$ cat src/logic/tmau_pkg.sv
// tmau_pkg: addresses, field layout, reset values and pin actions
// assumes: 32-bit byte-addressed register port, single timer clock
package tmau_pkg;
  // ----------------------------------------------------------------
  // geometry
  // ----------------------------------------------------------------
  localparam int unsigned TMAU_NCH = 4;
  localparam int unsigned TMAU_DW = 32;
  // ----------------------------------------------------------------
  // register byte addresses
  // ----------------------------------------------------------------
  localparam logic [31:0] TMAU_A_RUN = 32'hE004_1000;
  localparam logic [31:0] TMAU_A_COUNT = 32'hE004_1004;
  localparam logic [31:0] TMAU_A_LIMIT = 32'hE004_1008;
  localparam logic [31:0] TMAU_A_MAC = 32'hE004_100C;
  localparam logic [31:0] TMAU_A_EMC = 32'hE004_1010;
  localparam logic [31:0] TMAU_A_CMP = 32'hE004_1014;
  localparam logic [31:0] TMAU_A_STEP = 32'h0000_0004;
  localparam logic [31:0] TMAU_A_INT_ST = 32'hE004_1030;
  localparam logic [31:0] TMAU_A_INT_MSK = 32'hE004_1034;
  // ----------------------------------------------------------------
  // field positions
  // ----------------------------------------------------------------
  localparam int unsigned TMAU_RUN_POS = 0;
  localparam int unsigned TMAU_HOLD_POS = 1;
  localparam int unsigned TMAU_CLR_POS = 0;
  localparam int unsigned TMAU_HALT_POS = 1;
  localparam int unsigned TMAU_MAC_STEP = 2;
  localparam int unsigned TMAU_MAC_W = 8;
  localparam int unsigned TMAU_ACT_LSB = 4;
  localparam int unsigned TMAU_ACT_FW = 2;
  localparam int unsigned TMAU_ACT_W = 8;
  // ----------------------------------------------------------------
  // reset values
  // ----------------------------------------------------------------
  localparam logic [7:0] TMAU_MAC_RST = 8'h00;
  localparam logic [7:0] TMAU_ACT_RST = 8'h00;
  localparam logic [31:0] TMAU_WORD_RST = 32'h0000_0000;
  localparam logic [3:0] TMAU_CH_RST = 4'h0;
  // pin action encoding
  typedef enum logic [1:0] {
    TMAU_PIN_KEEP = 2'h0,
    TMAU_PIN_LOW = 2'h1,
    TMAU_PIN_HIGH = 2'h2,
    TMAU_PIN_TOGGLE = 2'h3
  } tmau_pin_act_t;
  // new pin level for an action, used on match and on software write
  function automatic logic tmau_apply_act(input logic [1:0] act, input logic cur);
    case (act)
      TMAU_PIN_LOW: tmau_apply_act = 1'b0;
      TMAU_PIN_HIGH: tmau_apply_act = 1'b1;
      TMAU_PIN_TOGGLE: tmau_apply_act = ~cur;
      default: tmau_apply_act = cur;
    endcase
  endfunction : tmau_apply_act
endpackage : tmau_pkg

$ cat src/logic/tmau_counter.sv
// tmau_counter: prescale counter and timer count
// assumes: synchronous reset copy from the top, one clock
module tmau_counter (
  input logic clk,
  input logic rst_n,
  input logic run,
  input logic hold,
  input logic [31:0] limit,
  input logic clear,
  input logic load,
  input logic [31:0] load_val,
  output logic [31:0] count,
  output logic [31:0] presc
);
  logic [31:0] count_q;
  logic [31:0] presc_q;
  // hold beats clear beats software load beats counting
  always_ff @(posedge clk or negedge rst_n) begin
    if (!rst_n) begin
      count_q <= tmau_pkg::TMAU_WORD_RST;
      presc_q <= tmau_pkg::TMAU_WORD_RST;
    end else if (hold || clear) begin
      count_q <= tmau_pkg::TMAU_WORD_RST;
      presc_q <= tmau_pkg::TMAU_WORD_RST;
    end else if (load) begin
      count_q <= load_val;
    end else if (run) begin
      if (presc_q == limit) begin
        presc_q <= tmau_pkg::TMAU_WORD_RST;
        count_q <= count_q + 32'h0000_0001;
      end else begin
        presc_q <= presc_q + 32'h0000_0001;
      end
    end
  end
  assign count = count_q;
  assign presc = presc_q;
endmodule : tmau_counter

$ cat src/logic/tmau_match_chan.sv
// tmau_match_chan: one compare channel with its match pin
// assumes: count and compare come from flops in the same clock
module tmau_match_chan (
  input logic clk,
  input logic rst_n,
  input logic [31:0] count,
  input logic [31:0] compare,
  input logic [1:0] act,
  input logic act_wr,
  input logic [1:0] act_new,
  output logic evt,
  output logic level
);
  logic eq;
  logic eq_q;
  logic level_q;
  // equality is edge-detected so a held count fires once
  assign eq = (count == compare);
  always_ff @(posedge clk or negedge rst_n) begin
    if (!rst_n) begin
      eq_q <= 1'b1; // no spurious event right after reset
    end else begin
      eq_q <= eq;
    end
  end
  assign evt = eq & ~eq_q;
  // a write defines the level at once and takes priority over a match
  always_ff @(posedge clk or negedge rst_n) begin
    if (!rst_n) begin
      level_q <= 1'b0;
    end else if (act_wr) begin
      level_q <= tmau_pkg::tmau_apply_act(act_new, level_q);
    end else if (evt) begin
      level_q <= tmau_pkg::tmau_apply_act(act, level_q);
    end
  end
  assign level = level_q;
endmodule : tmau_match_chan

$ cat src/logic/tmau_top.sv
// tmau_top: match-action timer with register port and interrupt
// assumes: master keeps strobes one cycle, never both at once
//
// Our own choice: strobed register access.
module tmau_top (
  input logic core_clk,
  input logic rst_n,
  input logic [31:0] reg_addr,
  input logic [31:0] reg_wdata,
  input logic reg_wr,
  input logic reg_rd,
  output logic [31:0] reg_rdata,
  output logic [3:0] match_pin_out,
  output logic irq
);
  localparam int unsigned NCH = tmau_pkg::TMAU_NCH;
  localparam int unsigned FW = tmau_pkg::TMAU_ACT_FW;
  localparam int unsigned STP = tmau_pkg::TMAU_MAC_STEP;

  // ------------------------------------------------------------------
  // reset release
  // ------------------------------------------------------------------
  logic [1:0] rst_sync_q;
  logic rst_core_n;
  // asynchronous assert, release through two flops
  always_ff @(posedge core_clk or negedge rst_n) begin
    if (!rst_n) begin
      rst_sync_q <= 2'h0;
    end else begin
      rst_sync_q <= {rst_sync_q[0], 1'b1};
    end
  end
  assign rst_core_n = rst_sync_q[1];

  // ------------------------------------------------------------------
  // address decode
  // ------------------------------------------------------------------
  // one-hot compare register select, used by write and read paths
  function automatic logic [NCH-1:0] cmp_sel(input logic [31:0] a);
    logic [NCH-1:0] s;
    s = '0;
    for (int k = 0; k < NCH; k++) begin
      s[k] = (a == tmau_pkg::TMAU_A_CMP + 32'(k) * tmau_pkg::TMAU_A_STEP);
    end
    cmp_sel = s;
  endfunction : cmp_sel

  logic wr_run;
  logic wr_count;
  logic wr_limit;
  logic wr_mac;
  logic wr_emc;
  logic wr_st;
  logic wr_msk;
  logic [NCH-1:0] wr_cmp;
  // write strobes per register
  // full 32-bit compare, so aliases of a register never hit it
  assign wr_run = reg_wr && (reg_addr == tmau_pkg::TMAU_A_RUN);
  assign wr_count = reg_wr && (reg_addr == tmau_pkg::TMAU_A_COUNT);
  assign wr_limit = reg_wr && (reg_addr == tmau_pkg::TMAU_A_LIMIT);
  assign wr_mac = reg_wr && (reg_addr == tmau_pkg::TMAU_A_MAC);
  assign wr_emc = reg_wr && (reg_addr == tmau_pkg::TMAU_A_EMC);
  assign wr_st = reg_wr && (reg_addr == tmau_pkg::TMAU_A_INT_ST);
  assign wr_msk = reg_wr && (reg_addr == tmau_pkg::TMAU_A_INT_MSK);
  assign wr_cmp = reg_wr ? cmp_sel(reg_addr) : '0;

  // ------------------------------------------------------------------
  // control registers
  // ------------------------------------------------------------------
  logic run_q;
  logic hold_q;
  logic [31:0] limit_q;
  logic [7:0] mac_q;
  logic [7:0] act_q;
  logic [31:0] cmp_q [NCH];
  logic [NCH-1:0] evt;
  logic [NCH-1:0] halt_en;
  logic [NCH-1:0] clr_en;
  logic [NCH-1:0] pin_q;
  logic halt_now;
  logic clear_now;
  logic run_eff;
  logic [31:0] count_value;
  logic [31:0] presc_q;

  // run and hold bits; a halting match drops run and beats the write
  always_ff @(posedge core_clk or negedge rst_core_n) begin
    if (!rst_core_n) begin
      run_q <= 1'b0;
      hold_q <= 1'b0;
    end else begin
      if (wr_run) begin
        run_q <= reg_wdata[tmau_pkg::TMAU_RUN_POS];
        hold_q <= reg_wdata[tmau_pkg::TMAU_HOLD_POS];
      end
      if (halt_now) begin
        run_q <= 1'b0;
      end
    end
  end

  // divider limit only changes while stopped, avoids a torn period
  always_ff @(posedge core_clk or negedge rst_core_n) begin
    if (!rst_core_n) begin
      limit_q <= tmau_pkg::TMAU_WORD_RST;
    end else if (wr_limit && !run_q) begin
      limit_q <= reg_wdata;
    end
  end

  // match action control, upper bits never stored
  always_ff @(posedge core_clk or negedge rst_core_n) begin
    if (!rst_core_n) begin
      mac_q <= tmau_pkg::TMAU_MAC_RST;
    end else if (wr_mac) begin
      mac_q <= reg_wdata[tmau_pkg::TMAU_MAC_W-1:0];
    end
  end

  // external match control action fields
  always_ff @(posedge core_clk or negedge rst_core_n) begin
    if (!rst_core_n) begin
      act_q <= tmau_pkg::TMAU_ACT_RST;
    end else if (wr_emc) begin
      act_q <= reg_wdata[tmau_pkg::TMAU_ACT_LSB +: tmau_pkg::TMAU_ACT_W];
    end
  end

  // ------------------------------------------------------------------
  // channels
  // ------------------------------------------------------------------
  genvar i;
  generate
    for (i = 0; i < NCH; i++) begin : g_ch
      // compare value per channel
      always_ff @(posedge core_clk or negedge rst_core_n) begin
        if (!rst_core_n) begin
          cmp_q[i] <= tmau_pkg::TMAU_WORD_RST;
        end else if (wr_cmp[i]) begin
          cmp_q[i] <= reg_wdata;
        end
      end
      assign halt_en[i] = mac_q[STP*i + tmau_pkg::TMAU_HALT_POS];
      assign clr_en[i] = mac_q[STP*i + tmau_pkg::TMAU_CLR_POS];
      // edge detect sits in the channel so each pin keeps its own history
      tmau_match_chan u_ch (
        .clk(core_clk),
        .rst_n(rst_core_n),
        .count(count_value),
        .compare(cmp_q[i]),
        .act(act_q[FW*i +: FW]),
        .act_wr(wr_emc),
        .act_new(reg_wdata[tmau_pkg::TMAU_ACT_LSB + FW*i +: FW]),
        .evt(evt[i]),
        .level(pin_q[i])
      );
    end
  endgenerate

  // any halting match freezes the counters in this very cycle
  assign halt_now = |(evt & halt_en);
  assign clear_now = (|(evt & clr_en)) & ~halt_now;
  assign run_eff = run_q & ~halt_now;
  assign match_pin_out = pin_q;

  // ------------------------------------------------------------------
  // counters
  // ------------------------------------------------------------------
  tmau_counter u_cnt (
    .clk(core_clk),
    .rst_n(rst_core_n),
    .run(run_eff),
    .hold(hold_q),
    .limit(limit_q),
    .clear(clear_now),
    .load(wr_count),
    .load_val(reg_wdata),
    .count(count_value),
    .presc(presc_q)
  );

  // ------------------------------------------------------------------
  // interrupts
  // ------------------------------------------------------------------
  logic [NCH-1:0] int_st_q;
  logic [NCH-1:0] int_msk_q;
  logic [NCH-1:0] st_clr;
  assign st_clr = wr_st ? reg_wdata[NCH-1:0] : tmau_pkg::TMAU_CH_RST;
  // sticky status, a new event wins over a same-cycle clear
  always_ff @(posedge core_clk or negedge rst_core_n) begin
    if (!rst_core_n) begin
      int_st_q <= tmau_pkg::TMAU_CH_RST;
    end else begin
      int_st_q <= (int_st_q & ~st_clr) | evt;
    end
  end
  // interrupt enable mask
  always_ff @(posedge core_clk or negedge rst_core_n) begin
    if (!rst_core_n) begin
      int_msk_q <= tmau_pkg::TMAU_CH_RST;
    end else if (wr_msk) begin
      int_msk_q <= reg_wdata[NCH-1:0];
    end
  end
  assign irq = |(int_st_q & int_msk_q);

  // ------------------------------------------------------------------
  // read path
  // ------------------------------------------------------------------
  logic [31:0] rd_mux;
  logic [NCH-1:0] rd_cmp;
  logic [31:0] rdata_q;
  assign rd_cmp = cmp_sel(reg_addr);
  // unmapped addresses read zero
  always_comb begin
    rd_mux = tmau_pkg::TMAU_WORD_RST;
    case (reg_addr)
      tmau_pkg::TMAU_A_RUN: rd_mux = 32'({hold_q, run_q});
      tmau_pkg::TMAU_A_COUNT: rd_mux = count_value;
      tmau_pkg::TMAU_A_LIMIT: rd_mux = limit_q;
      tmau_pkg::TMAU_A_MAC: rd_mux = 32'(mac_q);
      tmau_pkg::TMAU_A_EMC: rd_mux = 32'({act_q, pin_q});
      tmau_pkg::TMAU_A_INT_ST: rd_mux = 32'(int_st_q);
      tmau_pkg::TMAU_A_INT_MSK: rd_mux = 32'(int_msk_q);
      default: begin
        for (int k = 0; k < NCH; k++) begin
          if (rd_cmp[k]) begin
            rd_mux = cmp_q[k];
          end
        end
      end
    endcase
  end
  // data stand only in the cycle after the read strobe
  always_ff @(posedge core_clk or negedge rst_core_n) begin
    if (!rst_core_n) begin
      rdata_q <= tmau_pkg::TMAU_WORD_RST;
    end else begin
      rdata_q <= reg_rd ? rd_mux : tmau_pkg::TMAU_WORD_RST;
    end
  end
  assign reg_rdata = rdata_q;
endmodule : tmau_top

$ cat config.mk
export PLATFORM = sky130hd
export DESIGN_NAME = tmau_top
export DESIGN_NICKNAME = d
export VERILOG_FILES = /design/src/logic/tmau_pkg.sv /design/src/logic/tmau_counter.sv /design/src/logic/tmau_match_chan.sv /design/src/logic/tmau_top.sv
export SDC_FILE = /design/constraint.sdc
export NUM_CORES = 1
export LEC_CHECK = 0
export BUFFER_PORTS_ARGS = -buffer_cell sky130_fd_sc_hd__buf_2
export CAP_MARGIN = 20
export CORE_ASPECT_RATIO = 0.75
export CORE_MARGIN = 3
export CORE_UTILIZATION = 56
export CTS_CLUSTER_SIZE = 20
export DETAILED_ROUTE_END_ITERATION = 6
export GPL_TIMING_DRIVEN = 0
export MAX_ROUTING_LAYER = met4
export PLACE_DENSITY = 0.75
export SYNTH_ARGS = -nofsm -noshare
export SYNTH_HDL_FRONTEND = slang
export SYNTH_SLANG_ARGS = --single-unit
$ cat constraint.sdc
create_clock -name core_clk -period 11.1 [get_ports core_clk]
set_input_delay 3.33 -clock core_clk [delete_from_list [all_inputs] [get_ports core_clk]]
set_output_delay 3.33 -clock core_clk [all_outputs]
set_load 0.03 [all_outputs]
; ---- Word level (Yosys, flattened, before mapping)
; Index checks and enable logic that the tools add are counted.
[totals]
wordCells = 156
reg_bits = 292
input_bits = 68
[op_classes]
addsub = 2
n_mux = 34
n_reduce_logical = 31
n_bitwise = 21
n_eq_ne = 45
[op_table]
columns = operator, n
row1 = 32-bit 2-to-1 mux, 13
row2 = 32-bit == test (second input constant), 11
row3 = 32-bit one-hot mux with 7 select lines, 1
row4 = 32-bit == test, 5
row5 = 32-bit by 1-bit adder with 32-bit output (second input constant), 2
row6 = 2-bit == test (second input constant), 16
row7 = 1-bit one-hot mux with 3 select lines, 8
row8 = 4-bit bitwise AND, 4
row9 = 2-bit by 1-bit == test with 1-bit output (second input constant), 8
row10 = 4-bit nonzero test, 4
row11 = 4-bit by 1-bit inequality test with 1-bit output (second input constant), 3
row12 = 3-bit AND reduction, 4
row13 = 2-bit nonzero test, 6
row14 = 4-bit OR reduction, 3
row15 = 1-bit 2-to-1 mux, 10
row16 = 1-bit inverter, 9
row17 = 1-bit logical AND, 8
row18 = 4-bit 2-to-1 mux, 2
row19 = 1-bit bitwise AND, 6
row20 = 3-bit nonzero test, 2
row21 = 4-bit inequality test (second input constant), 1
row22 = 4-bit inverter, 1
row23 = 4-bit bitwise OR, 1
row24 = 2-bit AND reduction, 2
row25 = other kinds (3), 3

; ---- Logic depth before layout (Yosys ltp)
; Gate-level depths: netlist of run 1.
[logic_depth]
word_depth = 9
ltp_mapped = 11
mapped_depth_nobuf = 9

; ---- Modules after synthesis
; A second synthesis of run 1 with hierarchy kept.
[unflattened]
cells_unflattened = 1419
hier_area_um2 = 15986.6
[modules_own_cells]
columns = module, seq_area_each_um2, instances, cells_each, area_per_inst_um2
row1 = tmau_top, 5505.3, 1, 726, 9854.5
row2 = tmau_counter, 1601.5, 1, 465, 4210.3
row3 = tmau_match_chan, 51.3, 4, 57, 480.5

; ---- Worst setup path after synthesis of run 1
; No wires, ideal clock.
[synth_path]
path_kind = input port to flip-flop
from = input port reg_addr[21]
to = register limit_q[21]
t_arrival_ps = 5574
slack_ps = 5401
stages = 9
path_buffers = 2
setup_time_ps = 125
required_ps = 10975
cell_sequence = nor4bb_1 -> nand4_1 -> nor3_4 -> nand3_1 -> nor2_2 -> and3_1 -> clkbuf_1 -> buf_2 -> mux2_2
[synth_via]
elab_chain_cells = 3
[synth_rtl]
columns = item, line
row1 = "start, declared", tmau_top.sv:8  ; input logic [31:0] reg_addr,
row2 = 32-bit == test, tmau_top.sv:60  ; assign wr_limit = reg_wr && (reg_addr == tmau_pkg::TMAU_A_LIMIT);
row3 = 1-bit logical AND, tmau_top.sv:60
row4 = 1-bit logical AND, tmau_top.sv:106  ; end else if (wr_limit && !run_q) begin
row5 = "end signal, assigned", tmau_top.sv:105  ; limit_q <= tmau_pkg::TMAU_WORD_RST;
row6 = "end signal, assigned", tmau_top.sv:107  ; limit_q <= reg_wdata;
row7 = "end, declared", tmau_top.sv:72  ; logic [31:0] limit_q;
; No other way between the ends.
; A chain may end at the register's enable or synchronous reset.

; ---- Worst setup path in the final report of run 1
[layout_path]
from = input port reg_addr[13]
to = register limit_q[10]
; The elaborated chain is that of the path after synthesis.

==> reports/metrics.csv, run 1 <==
stage,metric,value,unit
logic_synthesis,synth_flop_cell,dfrtp_1,
power_and_ir_drop,peakVddDrop,119.1,uV
finish,final_net_count,1755,
routing,drt-pass1-iter-count,6,
critical_path,required,11.55,ns
timing,relSlewSlack,29.39,%
clock_network,clkTransAtPathRegs,0.06,ns
floorplanning,rows,53,
routing,met2_length,22.19,mm
logic_synthesis,seq_area_frac_synth,45.38,%
clock_network,cts_tree,built,
logic_synthesis,netlist_area,0.01611,mm^2
logic_synthesis,synthCells,1534,
min_path,hp-class,flop to asynchronous set/reset pin,
clock_network,hold_buffers,0,
routing,vias,13630,
finish,ff_latch_area,0.007316,mm^2
finish,layout_common_cells,"287 x dfrtp_1, 180 x mux2_2, 130 x xor2_1",
finish,multiInputGateArea,0.007971,mm^2
logic_synthesis,synth.top_cells.by_area,"dfrtp_1 45%, mux2_2 13%, xor2_1 7.1%",
clock_network,cts.sinks,292,
placement,dpl_cell_area,0.01723,mm^2
clock_network,cts_setup_buffers,0,
clock_network,root_buffer,clkbuf_16,
clock_network,htree_levels,1,
routing,drt_iter0_markers,1766,
clock_network,clk_latency,0.58,ns
timing,finalSetupTns,0,ns
placement,hpwl,41.96,mm
critical_path,criticalPathCategory,primary input to flop,
logic_synthesis,synthArstFlopShare,100.0,%
finish,layout-drive-gt1-share,24.75,%
floorplanning,die_w,201.9,um
placement,place.gp.congestion,1.065,
logic_synthesis,syn-num-nets,1616,
routing,maxUsedRoutingLayer,met4,
routing,vias_per_cell,6.536,
floorplanning,initial_core_util,57.17,%
global_routing,antenna_found_initial,3,
clock_network,post_cts_resized,0,
routing,drc,0,
finish,area_growth,13.64,%
logic_synthesis,synth_edf_count,0,
floorplanning,core_area,0.02818,mm^2
logic_synthesis,synth_top_area_share,44.73,%
routing,route.met3.wl,7.695,mm
timing,drv_slew,0,
logic_synthesis,ys_warn_count,0,
clock_network,ctsLongestPathBuffers,3,
global_routing,grt_pass1_vias,12740,
logic_synthesis,avgSynthCellArea,10.50,um^2
timing,setup_viol,0,
timing,fmax,147.8,MHz
timing,hold_viol_final,0,
routing,postRouteAntennaNets,0,
power_and_ir_drop,power_leakage,8.365,nW
finish,fill_cells,2277,
timing,fin_crit,6.764,ns
critical_path,rrSetupSlack,6.36,ns
routing,wire_per_inst,26.48,um
floorplanning,die_y,152.9,um
critical_path,startpoint_type,primary input,
floorplanning,die_area,0.03086,mm^2
power_and_ir_drop,power_density,121.8,mW/mm^2
finish,layout_commonest_cell,dfrtp_1,
critical_path,crit_fanout,10,
floorplanning,io_pins,105,
logic_synthesis,ys_ff_latch,292,
clock_network,numCtsBuffers,30,
routing,drt_wl_total,55.21,mm
placement,port_buffers,98,
finish,final_area,0.01831,mm^2
run,cap_violations,0,
timing,finalCritPeriodShare,60.94,%
outcome,status,"complete, no violations",
logic_synthesis,synthDistinctLibCells,71,
critical_path,critPathCaptureType,flop,
global_routing,grt-ovfl-total,0,
global_routing,grt_max_degree,74,
global_routing,grt_pass1_wl,82.04,mm
global_routing,grt_usage,36.47,%
timing,rsz0062_at_grt,no,
routing,wirelength_met1,23.22,mm
critical_path,cp_data_arrival_time,7.22,ns
logic_synthesis,yosys.area.top_type,dfrtp_1,
timing,worst_slew_pin_slew,1.057,ns
timing,finClkSkew,0.01382,ns
==> worst max-delay path: stages <==
cell      delay [ns]
buf_2           0.10
nor4b_1         0.51
nand4b_1        0.37
nor3_4          0.31
nand3_1         0.51
nor2_2          0.73
and3_1          0.24
clkbuf_1        0.34
buf_2           0.39
mux2_2          0.38
==> per-layer routing <==
| layer | GRT usage [%] | vias to the layer above |
|---|---|---|
| met5 | - | - |
| met4 | 11.35 | 0 |
| met3 | 12.86 | 135 |
| met2 | 47.61 | 851 |
| met1 | 52.98 | 6788 |
| li1 | - | 5853 |
==> metrics by stage <==
step | cells | utilization (%) | setup slack [ns] | power (W) | hold slack [ns]
2_1_floorplan | 1534 | - | 2.367 | 0.001114 | 0.3312
3_3_place_gp | 2017 | 60.62 | -0.9987 | 0.001149 | 0.3362
3_5_place_dp | 2025 | 61.12 | 3.905 | 0.001155 | 0.2550
4_1_cts | 2081 | 64.91 | 4.485 | 0.002233 | 0.2562
5_1_grt | 2085 | 64.96 | 4.226 | 0.002287 | 0.2687
6_report | 2085 | 64.96 | 4.336 | 0.002230 | 0.2425
==> cell type report <==
| class | instances | share of cell area (%) |
|---|---|---|
| multi-input cells | 1080 | 43.54 |
| flip-flops and latches | 292 | 39.96 |
| clock buffers | 42 | 4.845 |
| plain buffers | 114 | 3.574 |
| repair buffers | 107 | 3.444 |
| well taps | 385 | 2.631 |
| clock inverters | 14 | 0.9841 |
| inverters | 48 | 0.9841 |
| diodes | 3 | 0.04100 |
==> report_power, final <==
group | switching, W | total, W | internal, W
clock | 0.000446 | 0.00110 | 0.000650
combinational | 0.0000490 | 0.0000681 | 0.0000191
sequential | 0.00000197 | 0.00107 | 0.00106
==> Yosys cell counts, drive strengths merged (36+ instances only) <==
| master | n |
|---|---|
| a21oi | 104 |
| buf | 44 |
| clkbuf | 70 |
| dfrtp | 288 |
| inv | 48 |
| mux2 | 181 |
| mux2i | 39 |
| nand2 | 116 |
| nor2 | 36 |
| nor3 | 38 |
| nor4 | 65 |
| o21ai | 62 |
| xor2 | 130 |
==> flip-flops by register name, indices dropped and copies added, names as in the netlist <==
name,count
run_q,1
g_ch.u_ch.eq_q,4
mac_q,8
int_st_q,4
u_cnt.count,32
rst_sync_q,2
u_cnt.presc,32
g_ch.u_ch.level,4
act_q,8
cmp_q,128
int_msk_q,4
hold_q,1
limit_q,32
reg_rdata,32
==> kinds of logic (layout without fill, tap and decap cells) <==
logic type | Yosys count | after routing | share of synthesized area (%)
AO/OA/AOI/OAI | 304 | 304 | 11.88
XOR/XNOR | 163 | 163 | 8.861
flip-flops | 292 | 292 | 45.38
multiplexers | 220 | 220 | 15.07
buffers and inverters | 162 | 325 | 5.180
other | 1 | 4 | 0.02328
AND/OR/NAND/NOR | 378 | 378 | 12.51
adder cells (fa/ha/maj) | 14 | 14 | 1.087
==> path summary, 6_finish.rpt <==
check	from	endpoint	depth (start not counted)
max	reg_addr[13]	limit_q[10]$_DFFE_PN0P_	10
min	rst_sync_q[1]$_DFF_PN0_	g_ch[2].u_ch.level$_DFFE_PN0P_	0
min reg2reg	rst_sync_q[1]$_DFF_PN0_	g_ch[2].u_ch.level$_DFFE_PN0P_	0
max reg2reg	u_cnt.count[0]$_DFFE_PN0P_	u_cnt.presc[15]$_DFFE_PN0P_	10
min in group core_clk	rst_sync_q[0]$_DFF_PN0_	rst_sync_q[1]$_DFF_PN0_	0
max in group asynchronous	rst_n	rst_sync_q[1]$_DFF_PN0_	1
(Power assumes the default switching activity.)
==> inputs of run 2 (changes only) <==
Settings changed: PLACE_DENSITY 0.75 to 0.77.
Clock period 11.1 ns to 6.1 ns, I/O delays scaled along.
==> run 2 against run 1 <==
Sequential cell count unchanged; final area up 0.35%; non-clock buffer count down 1; highest routed layer unchanged.
==> reports/metrics.csv, run 2 (synthesized netlist as in run 1, its figures left out) <==
stage,metric,value,unit,change
finish,final_net_count,1754,,"was 1,755"
clock_network,clkTransAtPathRegs,0.06,ns,about the same
critical_path,rr_endpoint,u_cnt.presc[10]$_DFFE_PN0P_,,was u_cnt.presc[15]$_DFFE_PN0P_
routing,drc,0,,unchanged
finish,area_growth,14.03,%,was 13.64%
critical_path,required,6.55,ns,was 11.55 ns
critical_path,cp_cell_sequence,buf_2 -> nor4b_1 -> nand4b_1 -> nor3_4 -> nand3_1 -> nor2_2 -> and3_1 -> clkbuf_1 -> buf_2 -> mux2_2,,unchanged
finish,antenna_cells,0,,was 3
placement,port_buffers,98,,unchanged
critical_path,cp_slowest_cell,nor2_2,,unchanged
min_path,hp-class,flop to asynchronous set/reset pin,,unchanged
finish,max_flop_register,cmp_q,,unchanged
finish,final_area,0.01837,mm^2,was 0.01831 mm^2
power_and_ir_drop,power,0.004173,W,was 0.002230 W
floorplanning,io_pins,105,,unchanged
outcome,status,"complete, no violations",,unchanged
global_routing,grt_max_degree,69,,was 74
placement,place.gp.congestion,1.081,,was 1.065
finish,largest_reg_flops,128,,unchanged
floorplanning,rows,53,,unchanged
clock_network,cts.sinks,292,,unchanged
clock_network,clk_latency,0.58,ns,about the same
power_and_ir_drop,peakVddDrop,198.3,uV,was 119.1 uV
finish,layout.cells.non_filler,2081,,"was 2,085"
timing,hold_viol_final,0,,unchanged
routing,postRouteAntennaNets,0,,unchanged
clock_network,cts_tree,built,,unchanged
routing,drt_wl_total,56.24,mm,was 55.21 mm
critical_path,crit_path_max_incr_delay,0.73,ns,about the same
floorplanning,core_area,0.02818,mm^2,unchanged
timing,rsz0062_at_grt,no,,unchanged
critical_path,startpoint_type,primary input,,unchanged
critical_path,r2r-start,u_cnt.count[0]$_DFFE_PN0P_,,unchanged
critical_path,rrSetupSlack,1.21,ns,was 6.36 ns
timing,setup_viol,0,,unchanged
routing,drt_iter0_markers,1794,,"was 1,766"
global_routing,grt_pass1_wl,84.59,mm,was 82.04 mm
routing,vias,13610,,"was 13,630"
routing,vias_per_cell,6.541,,was 6.536
finish,fill_cells,2277,,unchanged
routing,wire_per_inst,27.02,um,was 26.48 um
power_and_ir_drop,power_leakage,8.380,nW,was 8.365 nW
clock_network,root_buffer,clkbuf_16,,unchanged
timing,hold-worst-slack,0.2867,ns,was 0.2425 ns
finish,layout_common_cells,"287 x dfrtp_1, 180 x mux2_2, 130 x xor2_1",,unchanged
clock_network,htree_levels,1,,unchanged
timing,fmax,185.8,MHz,
global_routing,grt_pass1_vias,13190,,"was 12,740"
global_routing,grt-ovfl-total,0,,unchanged
timing,finClkSkew,0.01136,ns,was 0.01382 ns
critical_path,critPathCaptureType,flop,,unchanged
clock_network,numCtsBuffers,30,,unchanged
clock_network,cts_setup_buffers,0,,unchanged
finish,layout-drive-gt1-share,24.88,%,was 24.75%
timing,finalSetupTns,0,ns,unchanged
placement,dpl_cell_area,0.01725,mm^2,was 0.01723 mm^2
floorplanning,die_area,0.03086,mm^2,unchanged
run,cap_violations,0,,unchanged
clock_network,post_cts_resized,0,,unchanged
timing,worst_slew_pin_slew,1.178,ns,was 1.057 ns
critical_path,cp_data_arrival_time,5.83,ns,was 7.22 ns
timing,drv_slew,0,,unchanged
critical_path,critPathLaunch,reg_addr[13],,unchanged
critical_path,criticalPathCategory,primary input to flop,,unchanged
routing,drt-pass1-iter-count,5,,was 6
timing,relSlewSlack,21.31,%,was 29.39%
placement,dpl.cell_count,2025,,unchanged
clock_network,ctsLongestPathBuffers,3,,unchanged
finish,layout_commonest_cell,dfrtp_1,,unchanged
global_routing,antenna_found_initial,0,,was 3
critical_path,crit_fanout,10,,unchanged
critical_path,crit_top_cell,buf_2,,unchanged
floorplanning,initial_core_util,57.17,%,unchanged
timing,finalCritPeriodShare,88.22,%,
global_routing,grt_usage,37.33,%,was 36.47%
critical_path,r2r.worst_path.cells,10,,unchanged
clock_network,hold_buffers,0,,unchanged
placement,hpwl,42.47,mm,was 41.96 mm
floorplanning,die_y,152.9,um,unchanged
floorplanning,die_w,201.9,um,unchanged
timing,fin_crit,5.382,ns,
power_and_ir_drop,power_density,227.2,mW/mm^2,was 121.8 mW/mm^2
## run 2: cell types whose count changed in the layout (fill, tap and decap cells not counted), sizes merged
| cell | before | now |
|---|---|---|
| clkinv | 8 | 7 |
| clkbuf | 113 | 107 |
| diode | 3 | 0 |
| bufinv | 4 | 7 |
| clkinvlp | 1 | 4 |
## run 2: worst max path at each step
| stage | end | cells past startpoint |
|---|---|---|
| after CTS | limit_q[9]$_DFFE_PN0P_ | 10 |
| final | limit_q[9]$_DFFE_PN0P_ | 10 |
| after floorplan | act_q[0]$_DFFE_PN0P_ | 0 |
| after global placement | reg_rdata[30]$_DFF_PN0_ | 0 |
| after detailed placement | limit_q[9]$_DFFE_PN0P_ | 10 |
| after global routing | limit_q[9]$_DFFE_PN0P_ | 10 |
## run 2: per-stage QoR
stage	setup slack (ns)	utilization [%]
6_report	0.7185	65.19
5_1_grt	0.6361	65.19
4_1_cts	0.8796	65.19
3_5_place_dp	0.2839	61.21
3_3_place_gp	-0.4991	60.62
2_1_floorplan	1.322	-
## run 2: cell type report
class | instances | area, um^2 | area share (%)
clock inverters | 19 | 284.0 | 1.546
flip-flops and latches | 292 | 7316 | 39.82
repair buffers | 106 | 640.6 | 3.487
clock buffers | 37 | 838.3 | 4.563
plain buffers | 114 | 654.4 | 3.562
inverters | 48 | 180.2 | 0.9807
well taps | 385 | 481.7 | 2.622
multi-input cells | 1080 | 7978 | 43.42
## run 2: power by group
part           total (W)  leakage [nW]  switching (W)  internal [W]
registers        0.00194          3.88     0.00000458       0.00194
clock network    0.00211         0.545       0.000833       0.00127
logic           0.000126          3.96      0.0000904     0.0000361
## run 2: worst max-delay path, delay by kind of cell
kind	cells	cell delay, ns
buffers and inverters	3	0.85
muxes	1	0.39
and+or+nand+nor	6	2.75
## run 2: per-layer routing
| metal | vias to the layer above | GRT usage (%) | routed length (um) |
|---|---|---|---|
| met5 | - | - | 0 |
| met4 | 0 | 11.09 | 1949 |
| met3 | 122 | 13.54 | 8071 |
| met2 | 870 | 49.98 | 23070 |
| met1 | 6778 | 53.11 | 23150 |
| li1 | 5841 | - | - |
